[config.mk]
export PLATFORM = sky130hd
export DESIGN_NAME = dual_timer_counter_control
export DESIGN_NICKNAME = d
export VERILOG_FILES = /design/src/core/dual_timer_pkg.sv /design/src/core/dual_timer_counter_control.sv /design/src/core/pin_edge_sense.sv
export SDC_FILE = /design/constraint.sdc
export NUM_CORES = 1
export LEC_CHECK = 0
export ABC_AREA = 1
export BUFFER_PORTS_ARGS = -buffer_cell sky130_fd_sc_hd__buf_4
export CAP_MARGIN = 30
export CORE_MARGIN = 2
export CORE_UTILIZATION = 40
export CTS_CLUSTER_SIZE = 24
export DETAILED_ROUTE_END_ITERATION = 8
export SLEW_MARGIN = 10
export SYNTH_ARGS = -nofsm -noshare
export SYNTH_HDL_FRONTEND = slang
export SYNTH_SLANG_ARGS = --single-unit
[constraint.sdc]
create_clock -name clock -period 1.8 [get_ports clock]
set_input_delay 0.27 -clock clock [delete_from_list [all_inputs] [get_ports clock]]
set_output_delay 0.27 -clock clock [all_outputs]
set_load 0.01 [all_outputs]
[src/core/dual_timer_pkg.sv]
// package: register map, field positions, reset values and timing for the dual timer block
package dual_timer_pkg;

  // ----------------------------------------------------------------
  // register offsets (chosen; no offsets are printed)
  // ----------------------------------------------------------------
  localparam logic [2:0] OFF_CONTROL = 3'h0;
  localparam logic [2:0] OFF_MODE    = 3'h1;
  localparam logic [2:0] OFF_T0_LOW  = 3'h2;
  localparam logic [2:0] OFF_T0_HIGH = 3'h3;
  localparam logic [2:0] OFF_T1_LOW  = 3'h4;
  localparam logic [2:0] OFF_T1_HIGH = 3'h5;

  // ----------------------------------------------------------------
  // control/status field positions
  // ----------------------------------------------------------------
  localparam int BIT_IRQ0_TYPE = 0;
  localparam int BIT_IRQ0_EDGE = 1;
  localparam int BIT_IRQ1_TYPE = 2;
  localparam int BIT_IRQ1_EDGE = 3;
  localparam int BIT_T0_RUN    = 4;
  localparam int BIT_T0_OVF    = 5;
  localparam int BIT_T1_RUN    = 6;
  localparam int BIT_T1_OVF    = 7;

  // mode nibble layout: [1:0] mode, [2] counter select, [3] gate
  localparam int MODE_GATE_BIT    = 3;
  localparam int MODE_COUNTER_BIT = 2;
  localparam int T1_NIBBLE_POS    = 4;

  localparam logic [1:0] MODE_13BIT  = 2'h0;
  localparam logic [1:0] MODE_16BIT  = 2'h1;
  localparam logic [1:0] MODE_RELOAD = 2'h2;
  localparam logic [1:0] MODE_SPLIT  = 2'h3;

  // ----------------------------------------------------------------
  // reset values and timing
  // ----------------------------------------------------------------
  localparam logic [7:0] RESET_BYTE      = 8'h00;
  localparam int         OSC_PER_MCYCLE  = 12;
  localparam int         RESET_MCYCLES   = 2;
  localparam int         RESET_OSC_COUNT = OSC_PER_MCYCLE * RESET_MCYCLES;
  localparam logic [4:0] RESET_CNT_LAST  = 5'(RESET_OSC_COUNT - 1);
  localparam logic [3:0] MCYCLE_LAST     = 4'(OSC_PER_MCYCLE - 1);

endpackage

[src/core/dual_timer_counter_control.sv]
// module: two 16-bit timer/counters with control/status, mode register and external irq sense
// Function
// - per external irq, a type bit selects falling edge or low level request
// - falling edge on irq pin sets edge flag; cleared when interrupt is processed
// - run bit per timer; when cleared timer stops and holds value (here timer 1 ignores its run bit while timer 0 is in split mode)
// - hardware sets overflow flag on overflow; only software clears it (here timer0_ack and timer1_ack also clear it)
// - in timer 0 split mode, timer 1 run bit gates timer 0 high byte
// - in timer 0 split mode, timer 0 high byte overflow sets timer 1 flag
// - each timer is read and written as separate high and low bytes
// - internal reset zeroes mode, control and all four count bytes
// - reset pin held high two machine cycles; internal reset during the second
// - timer counts each machine cycle; counter counts count-pin falling edges
// - mode 0 is high byte plus low five bits, divide-by-32 prescaler
// - mode 2 runs low byte, sets flag and reloads from unchanged high byte
// - with gate set, timer counts only while irq pin high and run bit set
//
// The plain strobed port and the register addresses are this design's own decisions.
`timescale 1ns/100ps
module dual_timer_counter_control
(
  input  wire logic       clock,
  input  wire logic       rst_b,
  input  wire logic       reset_pin,
  input  wire logic [2:0] reg_addr,
  input  wire logic [7:0] reg_wdata,
  input  wire logic       reg_write,
  input  wire logic       reg_read,
  output logic      [7:0] reg_rdata,
  input  wire logic       ext_irq_pin_a,
  input  wire logic       ext_irq_pin_b,
  input  wire logic       count_pin_a,
  input  wire logic       count_pin_b,
  input  wire logic       irq0_ack,
  input  wire logic       irq1_ack,
  input  wire logic       timer0_ack,
  input  wire logic       timer1_ack,
  output logic            irq0_request,
  output logic            irq1_request,
  output logic            internal_reset
);

  // ----------------------------------------------------------------
  // reset pin qualification and machine cycle
  // ----------------------------------------------------------------
  typedef enum logic [1:0] {RST_IDLE = 2'b01, RST_HOLD = 2'b10} rst_state_t;

  logic       rpin_meta_reg;
  logic       rpin_sync_reg;
  logic [4:0] rcnt_reg;
  logic [4:0] rcnt_next;
  rst_state_t rst_state_reg;
  rst_state_t rst_state_next;
  logic       ireset_reg;
  logic       ireset_next;
  logic [3:0] phase_reg;
  logic [3:0] phase_next;
  logic       mtick;

  assign mtick = (phase_reg == dual_timer_pkg::MCYCLE_LAST);

  // internal reset asserts once the synchronised pin has been high 12 oscillator periods
  always_comb
  begin
    rcnt_next      = rcnt_reg;
    rst_state_next = rst_state_reg;
    ireset_next    = 1'b0;
    phase_next     = mtick ? 4'h0 : phase_reg + 4'h1;
    case (rst_state_reg)
      RST_IDLE:
      begin
        rcnt_next = 5'h00;
        if (rpin_sync_reg)
          rst_state_next = RST_HOLD;
      end
      RST_HOLD:
      begin
        if (!rpin_sync_reg)
          rst_state_next = RST_IDLE;
        else if (rcnt_reg != dual_timer_pkg::RESET_CNT_LAST)
          rcnt_next = rcnt_reg + 5'h01;
        // hold internal reset through the second machine cycle and beyond
        if (rpin_sync_reg && rcnt_reg >= 5'(dual_timer_pkg::OSC_PER_MCYCLE - 1))
          ireset_next = 1'b1;
      end
      default: rst_state_next = RST_IDLE;
    endcase
  end

  always_ff @(posedge clock or negedge rst_b)
  begin
    if (!rst_b)
    begin
      rpin_meta_reg <= 1'b0;
      rpin_sync_reg <= 1'b0;
      rcnt_reg      <= 5'h00;
      rst_state_reg <= RST_IDLE;
      ireset_reg    <= 1'b0;
      phase_reg     <= 4'h0;
    end
    else
    begin
      rpin_meta_reg <= reset_pin;
      rpin_sync_reg <= rpin_meta_reg;
      rcnt_reg      <= rcnt_next;
      rst_state_reg <= rst_state_next;
      ireset_reg    <= ireset_next;
      phase_reg     <= phase_next;
    end
  end

  // ----------------------------------------------------------------
  // pin sensing
  // ----------------------------------------------------------------
  logic irq_a_level;
  logic irq_a_fall;
  logic irq_b_level;
  logic irq_b_fall;
  logic cnt_a_fall;
  logic cnt_b_fall;

  pin_edge_sense u_irq_a (.clock(clock), .rst_b(rst_b), .pin_in(ext_irq_pin_a), .sample_tick(mtick),
                          .level_out(irq_a_level), .fall_pulse(irq_a_fall));
  pin_edge_sense u_irq_b (.clock(clock), .rst_b(rst_b), .pin_in(ext_irq_pin_b), .sample_tick(mtick),
                          .level_out(irq_b_level), .fall_pulse(irq_b_fall));
  pin_edge_sense u_cnt_a (.clock(clock), .rst_b(rst_b), .pin_in(count_pin_a), .sample_tick(mtick),
                          .level_out(), .fall_pulse(cnt_a_fall));
  pin_edge_sense u_cnt_b (.clock(clock), .rst_b(rst_b), .pin_in(count_pin_b), .sample_tick(mtick),
                          .level_out(), .fall_pulse(cnt_b_fall));

  // ----------------------------------------------------------------
  // registers and counting
  // ----------------------------------------------------------------
  logic [7:0] ctrl_reg;
  logic [7:0] ctrl_next;
  logic [7:0] mode_reg;
  logic [7:0] mode_next;
  logic [7:0] t0_low_reg;
  logic [7:0] t0_low_next;
  logic [7:0] t0_high_reg;
  logic [7:0] t0_high_next;
  logic [7:0] t1_low_reg;
  logic [7:0] t1_low_next;
  logic [7:0] t1_high_reg;
  logic [7:0] t1_high_next;
  logic [7:0] rdata_next;
  logic       irq0_req_next;
  logic       irq1_req_next;

  // one timer step: returns {overflow, high, low}
  function automatic logic [16:0] timer_step(input logic [1:0] mode, input logic [7:0] hi,
                                             input logic [7:0] lo);
    logic [16:0] res;
    logic [8:0]  lsum;
    logic [8:0]  hsum;
    res  = {1'b0, hi, lo};
    lsum = 9'h000;
    hsum = 9'h000;
    case (mode)
      dual_timer_pkg::MODE_13BIT:
      begin
        // low five bits prescale by 32; upper three low bits left alone
        lsum = {4'h0, lo[4:0]} + 9'h001;
        if (lsum[5])
        begin
          hsum = {1'b0, hi} + 9'h001;
          res  = {hsum[8], hsum[7:0], lo[7:5], 5'h00};
        end
        else
          res = {1'b0, hi, lo[7:5], lsum[4:0]};
      end
      dual_timer_pkg::MODE_RELOAD:
      begin
        lsum = {1'b0, lo} + 9'h001;
        // reload from high byte, high byte untouched
        res  = lsum[8] ? {1'b1, hi, hi} : {1'b0, hi, lsum[7:0]};
      end
      default:
      begin
        // 16-bit count; split-mode low byte handled by caller
        res = {1'b0, hi, lo} + 17'h00001;
      end
    endcase
    return res;
  endfunction

  // count enable: run bit, gate and timer/counter source
  function automatic logic count_enable(input logic [3:0] nib, input logic run, input logic gate_pin,
                                        input logic tick, input logic pin_fall);
    logic ok;
    ok = run & (~nib[dual_timer_pkg::MODE_GATE_BIT] | gate_pin);
    return ok & (nib[dual_timer_pkg::MODE_COUNTER_BIT] ? pin_fall : tick);
  endfunction

  always_comb
  begin
    logic [3:0]  nib0;
    logic [3:0]  nib1;
    logic        split;
    logic        en0;
    logic        en0h;
    logic        en1;
    logic [16:0] s0;
    logic [16:0] s1;
    logic [8:0]  b9;
    logic        set_tf0;
    logic        set_tf1;
    logic        set_ie0;
    logic        set_ie1;
    nib0    = mode_reg[3:0];
    nib1    = mode_reg[7:4];
    split   = (nib0[1:0] == dual_timer_pkg::MODE_SPLIT);
    en0     = count_enable(nib0, ctrl_reg[dual_timer_pkg::BIT_T0_RUN], irq_a_level, mtick, cnt_a_fall);
    // split mode: high byte is a timer only, run by timer 1 run bit
    en0h    = split & ctrl_reg[dual_timer_pkg::BIT_T1_RUN] & mtick;
    // own mode 3 holds timer 1; while split, its run bit belongs to timer 0 high
    en1     = (nib1[1:0] != dual_timer_pkg::MODE_SPLIT) &
              count_enable(nib1, split | ctrl_reg[dual_timer_pkg::BIT_T1_RUN], irq_b_level, mtick, cnt_b_fall);
    s0      = 17'h00000;
    s1      = 17'h00000;
    b9      = 9'h000;
    set_tf0 = 1'b0;
    set_tf1 = 1'b0;
    set_ie0 = ctrl_reg[dual_timer_pkg::BIT_IRQ0_TYPE] & irq_a_fall;
    set_ie1 = ctrl_reg[dual_timer_pkg::BIT_IRQ1_TYPE] & irq_b_fall;
    ctrl_next    = ctrl_reg;
    mode_next    = mode_reg;
    t0_low_next  = t0_low_reg;
    t0_high_next = t0_high_reg;
    t1_low_next  = t1_low_reg;
    t1_high_next = t1_high_reg;
    rdata_next   = 8'h00;

    // software access to separate bytes
    if (reg_write)
    begin
      if (reg_addr == dual_timer_pkg::OFF_CONTROL)
        ctrl_next = reg_wdata;
      else if (reg_addr == dual_timer_pkg::OFF_MODE)
        mode_next = reg_wdata;
      else if (reg_addr == dual_timer_pkg::OFF_T0_LOW)
        t0_low_next = reg_wdata;
      else if (reg_addr == dual_timer_pkg::OFF_T0_HIGH)
        t0_high_next = reg_wdata;
      else if (reg_addr == dual_timer_pkg::OFF_T1_LOW)
        t1_low_next = reg_wdata;
      else if (reg_addr == dual_timer_pkg::OFF_T1_HIGH)
        t1_high_next = reg_wdata;
    end
    if (reg_read)
    begin
      if (reg_addr == dual_timer_pkg::OFF_CONTROL)
        rdata_next = ctrl_reg;
      else if (reg_addr == dual_timer_pkg::OFF_MODE)
        rdata_next = mode_reg;
      else if (reg_addr == dual_timer_pkg::OFF_T0_LOW)
        rdata_next = t0_low_reg;
      else if (reg_addr == dual_timer_pkg::OFF_T0_HIGH)
        rdata_next = t0_high_reg;
      else if (reg_addr == dual_timer_pkg::OFF_T1_LOW)
        rdata_next = t1_low_reg;
      else if (reg_addr == dual_timer_pkg::OFF_T1_HIGH)
        rdata_next = t1_high_reg;
    end

    // counting overrides a same-cycle byte write to the counting register
    if (split)
    begin
      if (en0)
      begin
        b9          = {1'b0, t0_low_reg} + 9'h001;
        t0_low_next = b9[7:0];
        set_tf0     = b9[8];
      end
      if (en0h)
      begin
        b9           = {1'b0, t0_high_reg} + 9'h001;
        t0_high_next = b9[7:0];
        set_tf1      = b9[8];
      end
    end
    else if (en0)
    begin
      s0           = timer_step(nib0[1:0], t0_high_reg, t0_low_reg);
      t0_high_next = s0[15:8];
      t0_low_next  = s0[7:0];
      set_tf0      = s0[16];
    end
    if (en1)
    begin
      s1           = timer_step(nib1[1:0], t1_high_reg, t1_low_reg);
      t1_high_next = s1[15:8];
      t1_low_next  = s1[7:0];
      set_tf1      = set_tf1 | (~split & s1[16]);
    end

    // edge flags only in edge mode; level mode requests follow the pin
    if (irq0_ack && ctrl_reg[dual_timer_pkg::BIT_IRQ0_TYPE])
      ctrl_next[dual_timer_pkg::BIT_IRQ0_EDGE] = 1'b0;
    if (irq1_ack && ctrl_reg[dual_timer_pkg::BIT_IRQ1_TYPE])
      ctrl_next[dual_timer_pkg::BIT_IRQ1_EDGE] = 1'b0;
    if (timer0_ack)
      ctrl_next[dual_timer_pkg::BIT_T0_OVF] = 1'b0;
    if (timer1_ack)
      ctrl_next[dual_timer_pkg::BIT_T1_OVF] = 1'b0;
    // hardware sets applied last so they beat any clear
    if (set_ie0)
      ctrl_next[dual_timer_pkg::BIT_IRQ0_EDGE] = 1'b1;
    if (set_ie1)
      ctrl_next[dual_timer_pkg::BIT_IRQ1_EDGE] = 1'b1;
    if (set_tf0)
      ctrl_next[dual_timer_pkg::BIT_T0_OVF] = 1'b1;
    if (set_tf1)
      ctrl_next[dual_timer_pkg::BIT_T1_OVF] = 1'b1;

    irq0_req_next = ctrl_next[dual_timer_pkg::BIT_IRQ0_TYPE] ? ctrl_next[dual_timer_pkg::BIT_IRQ0_EDGE]
                                                            : ~irq_a_level;
    irq1_req_next = ctrl_next[dual_timer_pkg::BIT_IRQ1_TYPE] ? ctrl_next[dual_timer_pkg::BIT_IRQ1_EDGE]
                                                            : ~irq_b_level;
  end

  // internal reset clears everything synchronously to zero
  always_ff @(posedge clock or negedge rst_b)
  begin
    if (!rst_b)
    begin
      ctrl_reg     <= dual_timer_pkg::RESET_BYTE;
      mode_reg     <= dual_timer_pkg::RESET_BYTE;
      t0_low_reg   <= dual_timer_pkg::RESET_BYTE;
      t0_high_reg  <= dual_timer_pkg::RESET_BYTE;
      t1_low_reg   <= dual_timer_pkg::RESET_BYTE;
      t1_high_reg  <= dual_timer_pkg::RESET_BYTE;
      reg_rdata    <= 8'h00;
      irq0_request <= 1'b0;
      irq1_request <= 1'b0;
    end
    else if (ireset_reg)
    begin
      ctrl_reg     <= dual_timer_pkg::RESET_BYTE;
      mode_reg     <= dual_timer_pkg::RESET_BYTE;
      t0_low_reg   <= dual_timer_pkg::RESET_BYTE;
      t0_high_reg  <= dual_timer_pkg::RESET_BYTE;
      t1_low_reg   <= dual_timer_pkg::RESET_BYTE;
      t1_high_reg  <= dual_timer_pkg::RESET_BYTE;
      reg_rdata    <= 8'h00;
      irq0_request <= 1'b0;
      irq1_request <= 1'b0;
    end
    else
    begin
      ctrl_reg     <= ctrl_next;
      mode_reg     <= mode_next;
      t0_low_reg   <= t0_low_next;
      t0_high_reg  <= t0_high_next;
      t1_low_reg   <= t1_low_next;
      t1_high_reg  <= t1_high_next;
      reg_rdata    <= rdata_next;
      irq0_request <= irq0_req_next;
      irq1_request <= irq1_req_next;
    end
  end

  assign internal_reset = ireset_reg;

endmodule // dual_timer_counter_control

[src/core/pin_edge_sense.sv]
// module: two-stage pin synchroniser with per-machine-cycle sampling and falling-edge detect
`timescale 1ns/100ps
module pin_edge_sense
(
  input  wire logic clock,
  input  wire logic rst_b,
  input  wire logic pin_in,
  input  wire logic sample_tick,
  output logic      level_out,
  output logic      fall_pulse
);
  logic meta_reg;
  logic sync_reg;
  logic sample_reg;
  logic sample_next;
  logic fall_reg;
  logic fall_next;

  // sample once per machine cycle, so an edge shows at the first sample after it reaches sync_reg
  always_comb
  begin
    sample_next = sample_reg;
    fall_next   = 1'b0;
    if (sample_tick)
    begin
      sample_next = sync_reg;
      fall_next   = sample_reg & ~sync_reg;
    end
  end

  // pins idle high; reset to high avoids a false edge after release
  always_ff @(posedge clock or negedge rst_b)
  begin
    if (!rst_b)
    begin
      meta_reg   <= 1'b1;
      sync_reg   <= 1'b1;
      sample_reg <= 1'b1;
      fall_reg   <= 1'b0;
    end
    else
    begin
      meta_reg   <= pin_in;
      sync_reg   <= meta_reg;
      sample_reg <= sample_next;
      fall_reg   <= fall_next;
    end
  end

  assign level_out  = sample_reg;
  assign fall_pulse = fall_reg;
endmodule // pin_edge_sense

==> results.md <==
Critical path:
- The reg-to-reg startpoint is t0_low_reg[0].
- The count of cell instances traversed by the critical path is 8.
- Broken down by cell family, the worst path's largest delay share belongs to simple AND/OR/NAND/NOR gates.
- The worst setup path is launched from a flip-flop.
- The largest single stage delay on the critical path is 360 ps.
- The reg2reg setup slack is 100 ps.
- STA classifies the critical path endpoint as a flip-flop.
- The worst flop-to-flop path endpoint is t0_low_reg[7].
- The critical path ends at t0_low_reg[7].
- Among the stages of the critical path, the cell type that occurs most often is sky130_fd_sc_hd__nand3_2.
- The maximum fanout encountered on the critical timing path is 8.
- Counting both buffers and inverters, the worst setup path holds a total of 1.
- The launching element of the worst setup path is t0_low_reg[0].
- Among all stages on the critical path, the largest delay is contributed by sky130_fd_sc_hd__dfrtp_1.
- The critical path data arrival time is 1990 ps.
- Traced cell by cell, the critical path runs through ha_1 -> nand3_2 -> nor3_4 -> nand3_2 -> buf_4 -> o21ai_0 -> o21ai_1 -> nand2_1.
- The required time of the critical path is 2090 ps.
- The critical path is of the reg2reg type.
- The depth of the worst register-to-register path is 8.

Detailed routing:
- For this block, the routed nets add up to 18480 um of wire.
- Dividing the detail-routed wire length by the instance count gives between 15 and 20 um.
- The number of iterations in the first detailed-routing pass is 7.
- For this block, wires on met1 add up to 8894 um.
- The number of DRC markers after the initial detailed-route iteration is 512.
- Summed over all nets, wire length on met2 after detailed routing comes to 7730 um.
- In this run the remaining antenna-violating nets after routing total 0.
- After detailed routing, no signal wire sits above met4.
- For this run, design rule violations remaining after detail routing come to 0.
- The detailed route wirelength on metal3 is 1437 um.
- The overall via count from detail_route is around 6000.
- Dividing the detail-routed via count by the number of cells gives 5.326.

GRT:
- Entering global routing, the biggest net connects 45 pins.
- The first global-routing pass estimated 29370 um of wire.
- The overflow left after global routing is 0.
- The number of global-route vias before repair is 5481.
- The initial antenna violation count is 0.
- For this run, the total global-route usage over all layers was measured as 0.2368.

Logic synthesis:
- The cell with the most instances after synthesis is sky130_fd_sc_hd__nand2_1.
- The cell count after synthesis came out at 851.
- The cell taking the most area after synthesis is sky130_fd_sc_hd__dfrtp_1.
- The mapped cell area is 5954 um^2.
- Sorting the synthesized cells by area gives the leading types as sky130_fd_sc_hd__dfrtp_1 32%, sky130_fd_sc_hd__nand2_1 16%, sky130_fd_sc_hd__nand3_1 6.1%, sky130_fd_sc_hd__o21ai_0 5.9%, sky130_fd_sc_hd__inv_1 5.9%.
- For this run, the leading register cell type out of synthesis is sky130_fd_sc_hd__dfrtp_1.
- Synthesis inferred 88 register bits.
- The net count of the mapped netlist is 881.
- Of all flip-flops after synthesis, the portion carrying an async set or reset was 1.000.
- The per-instance average area after synthesis is 6.997 um^2.
- Ranked by instance count, the synthesized netlist is headed by 257 x sky130_fd_sc_hd__nand2_1, 93 x sky130_fd_sc_hd__inv_1, 75 x sky130_fd_sc_hd__dfrtp_1.
- The synthesized design contains 0 enable-type register cells.
- Of the synthesized area, sequential elements account for 0.3726.
- The Yosys step of the flow raised 0 warnings.
- The number of library cell types mapped by synthesis is 51.
- The proportion of netlist area held by the largest area contributor is 0.3152.

Clock tree:
- The post-CTS clock slew at the launch and capture registers of the worst setup and hold paths is 70 ps.
- TritonCTS built the clock tree.
- The number of levels the H-tree was split into is 3.
- The clock root buffer is sky130_fd_sc_hd__clkbuf_16.
- The number of sinks driven by the clock tree is 88.
- The number of clock buffers inserted by TritonCTS is 9.
- The clock network latency to the later pin of the worst-skew pair is 360 ps.
- The maximum count of clock buffers along a single path is 2.

Job:
- The tool flagged a number of max-cap violations equal to 0.

Pwr:
- The combinational group share of total power is 0.432.
- The worst-case IR drop observed on VDD is about 580 uV.
- The switching part of the total power is 0.4436.
- The power density over cell area is about 1200 nW/um^2.
- The internal power of the cells is around 0.0049 W.
- The power spent charging and discharging nets is 0.003930 W.
- After layout, the design draws a total of between 0.008 and 0.009 W.
- Of the total power, registers draw 0.356.
- The share of total power dissipated in the clock network is 0.212.
- The cell leakage power is roughly 3.5 nW.

Timing:
- The transition time at the pin with the least slew margin is 402.8 ps.
- The number of failing hold endpoints at the final stage is 0.
- Setup repair after global routing could not meet its margin everywhere.
- The fmax is between 500 and 600 MHz.
- Setup violations remaining at the end of the flow were counted as 0.
- For the final database, setup skew stands at between 8 and 9 ps.
- The worst pin sits at a relative slew slack of 0.7287.
- The final critical-path share of the clock period is 0.9465.
- The number of max-slew violations in the final report is 0.
- The shortest period the worst path allows is 1704 ps.

Cells and area:
- In the final layout, the multi-input gates occupy 3268 um^2.
- Once layout is done, the placed cells without fillers occupy about 7200 um^2.
- The number of diodes added for antenna fixing is 0.
- The area overhead of the layout relative to synthesis is 20.61%.
- Counting the fill cells in the layout gives 1480.
- The layout net count is 970.
- The sequential cells in the finished layout cover a total of 2225 um^2.
- The share of cells above drive strength 1 is 0.2053.

Placement:
- Detailed placement ended at an HPWL of 14250 um.
- The count of input and output buffers is 34.
- The final weighted congestion of routability-driven global placement is 0.9752.
- The cell area reported after detailed placement is 6718 um^2.

Min path:
- In this run the worst hold path is classified as in2reg.

Floorplanning:
- The overall die height is 126.0 um.
- For this design the top-level I/O count stands at 35.
- The floorplan step set the die width to 126.0 um.
- The number of placement rows is 44.
- The placeable core region is 14530 um^2.
- The floorplan die area is 15880 um^2.
- The initial utilization of the core area, before any placement, comes to 0.4097.

Status:
- The run finished with clean final reports.
## final cells by class
cell class	count	area share
Sequential cell	88	0.3098
Inverter	103	0.05505
Clock buffer	10	0.03328
Clock inverter	6	0.006969
Timing Repair Buffer	99	0.1078
Multi-Input combinational cell	639	0.4551
Tap cell	184	0.03206
## layer usage
metal / GRT usage / up-vias
met1: 0.3602 / 2761
li1: - / 2971
met3: 0.04078 / 35
met5: 0 / -
met2: 0.3368 / 246
met4: 0.08533 / 0
## worst min path at each step
stage | from | end | cells after the start
after detailed placement | rst_b | rpin_meta_reg | 1
after floorplan | rst_b | ctrl_reg[0] | 0
final | ext_irq_pin_b | u_irq_b.meta_reg | 1
after global routing | ext_irq_pin_b | u_irq_b.meta_reg | 1
after CTS | reset_pin | rpin_meta_reg | 1
after global placement | rst_b | rpin_meta_reg | 1
## through the flow
step	worst slack [ps]	setup TNS [ps]	util	std cells	hold slack [ps]
after floorplan	227.0	0	-	851	-25.59
after global placement	75.06	0	0.4622	1100	211.1
after detailed placement	37.73	0	0.4622	1100	209.3
after CTS	23.38	0	0.4828	1117	3.781
after global routing	-13.54	-23.48	0.4941	1129	6.939
final	96.24	0	0.4941	1129	17.93
## cells in the final DEF, fill, tap and decap left out, types with 9 or more instances in the layout
cell,instances
sky130_fd_sc_hd__a21oi_1,54
sky130_fd_sc_hd__o21ai_1,13
sky130_fd_sc_hd__buf_4,95
sky130_fd_sc_hd__o211ai_1,11
sky130_fd_sc_hd__dfrtp_1,70
sky130_fd_sc_hd__nand2_1,256
sky130_fd_sc_hd__clkbuf_16,9
sky130_fd_sc_hd__o21ai_0,59
sky130_fd_sc_hd__dfstp_2,13
sky130_fd_sc_hd__nand2_2,9
sky130_fd_sc_hd__nor2_1,61
sky130_fd_sc_hd__inv_1,91
sky130_fd_sc_hd__nand3_1,72
## kinds of logic (layout without fill, tap and decap cells)
kind of cell / count (synthesis) / in the layout / synth area share
AND/OR/NAND/NOR: 451 / 451 / 0.3476
AO/OA/AOI/OAI: 170 / 170 / 0.1610
buffers and inverters: 124 / 218 / 0.08846
flip-flops: 88 / 88 / 0.3726
XOR/XNOR: 11 / 11 / 0.01618
adder cells (fa/ha/maj): 6 / 6 / 0.01261
multiplexers: 1 / 1 / 0.001681
## timing repair
action                                  in CTS  in global routing
buffers inserted                             0                 12
gates resized for setup                      0                 33
hold buffers                                 1                  0
hold endpoints to repair                    20                  0
endpoints found under the setup margin       0                 31
## power groups by stage
stage / sequential (W) / combinational, W / clock [W]
detailed placement: 0.00314 / 0.00367 / 0
floorplan: 0.00294 / 0.00244 / 0
global placement: 0.00314 / 0.00368 / 0
CTS: 0.00310 / 0.00370 / 0.00192
global route: 0.00321 / 0.00427 / 0.00199
finish: 0.00315 / 0.00383 / 0.00188
Note: power is estimated with default switching activity, not from simulation.
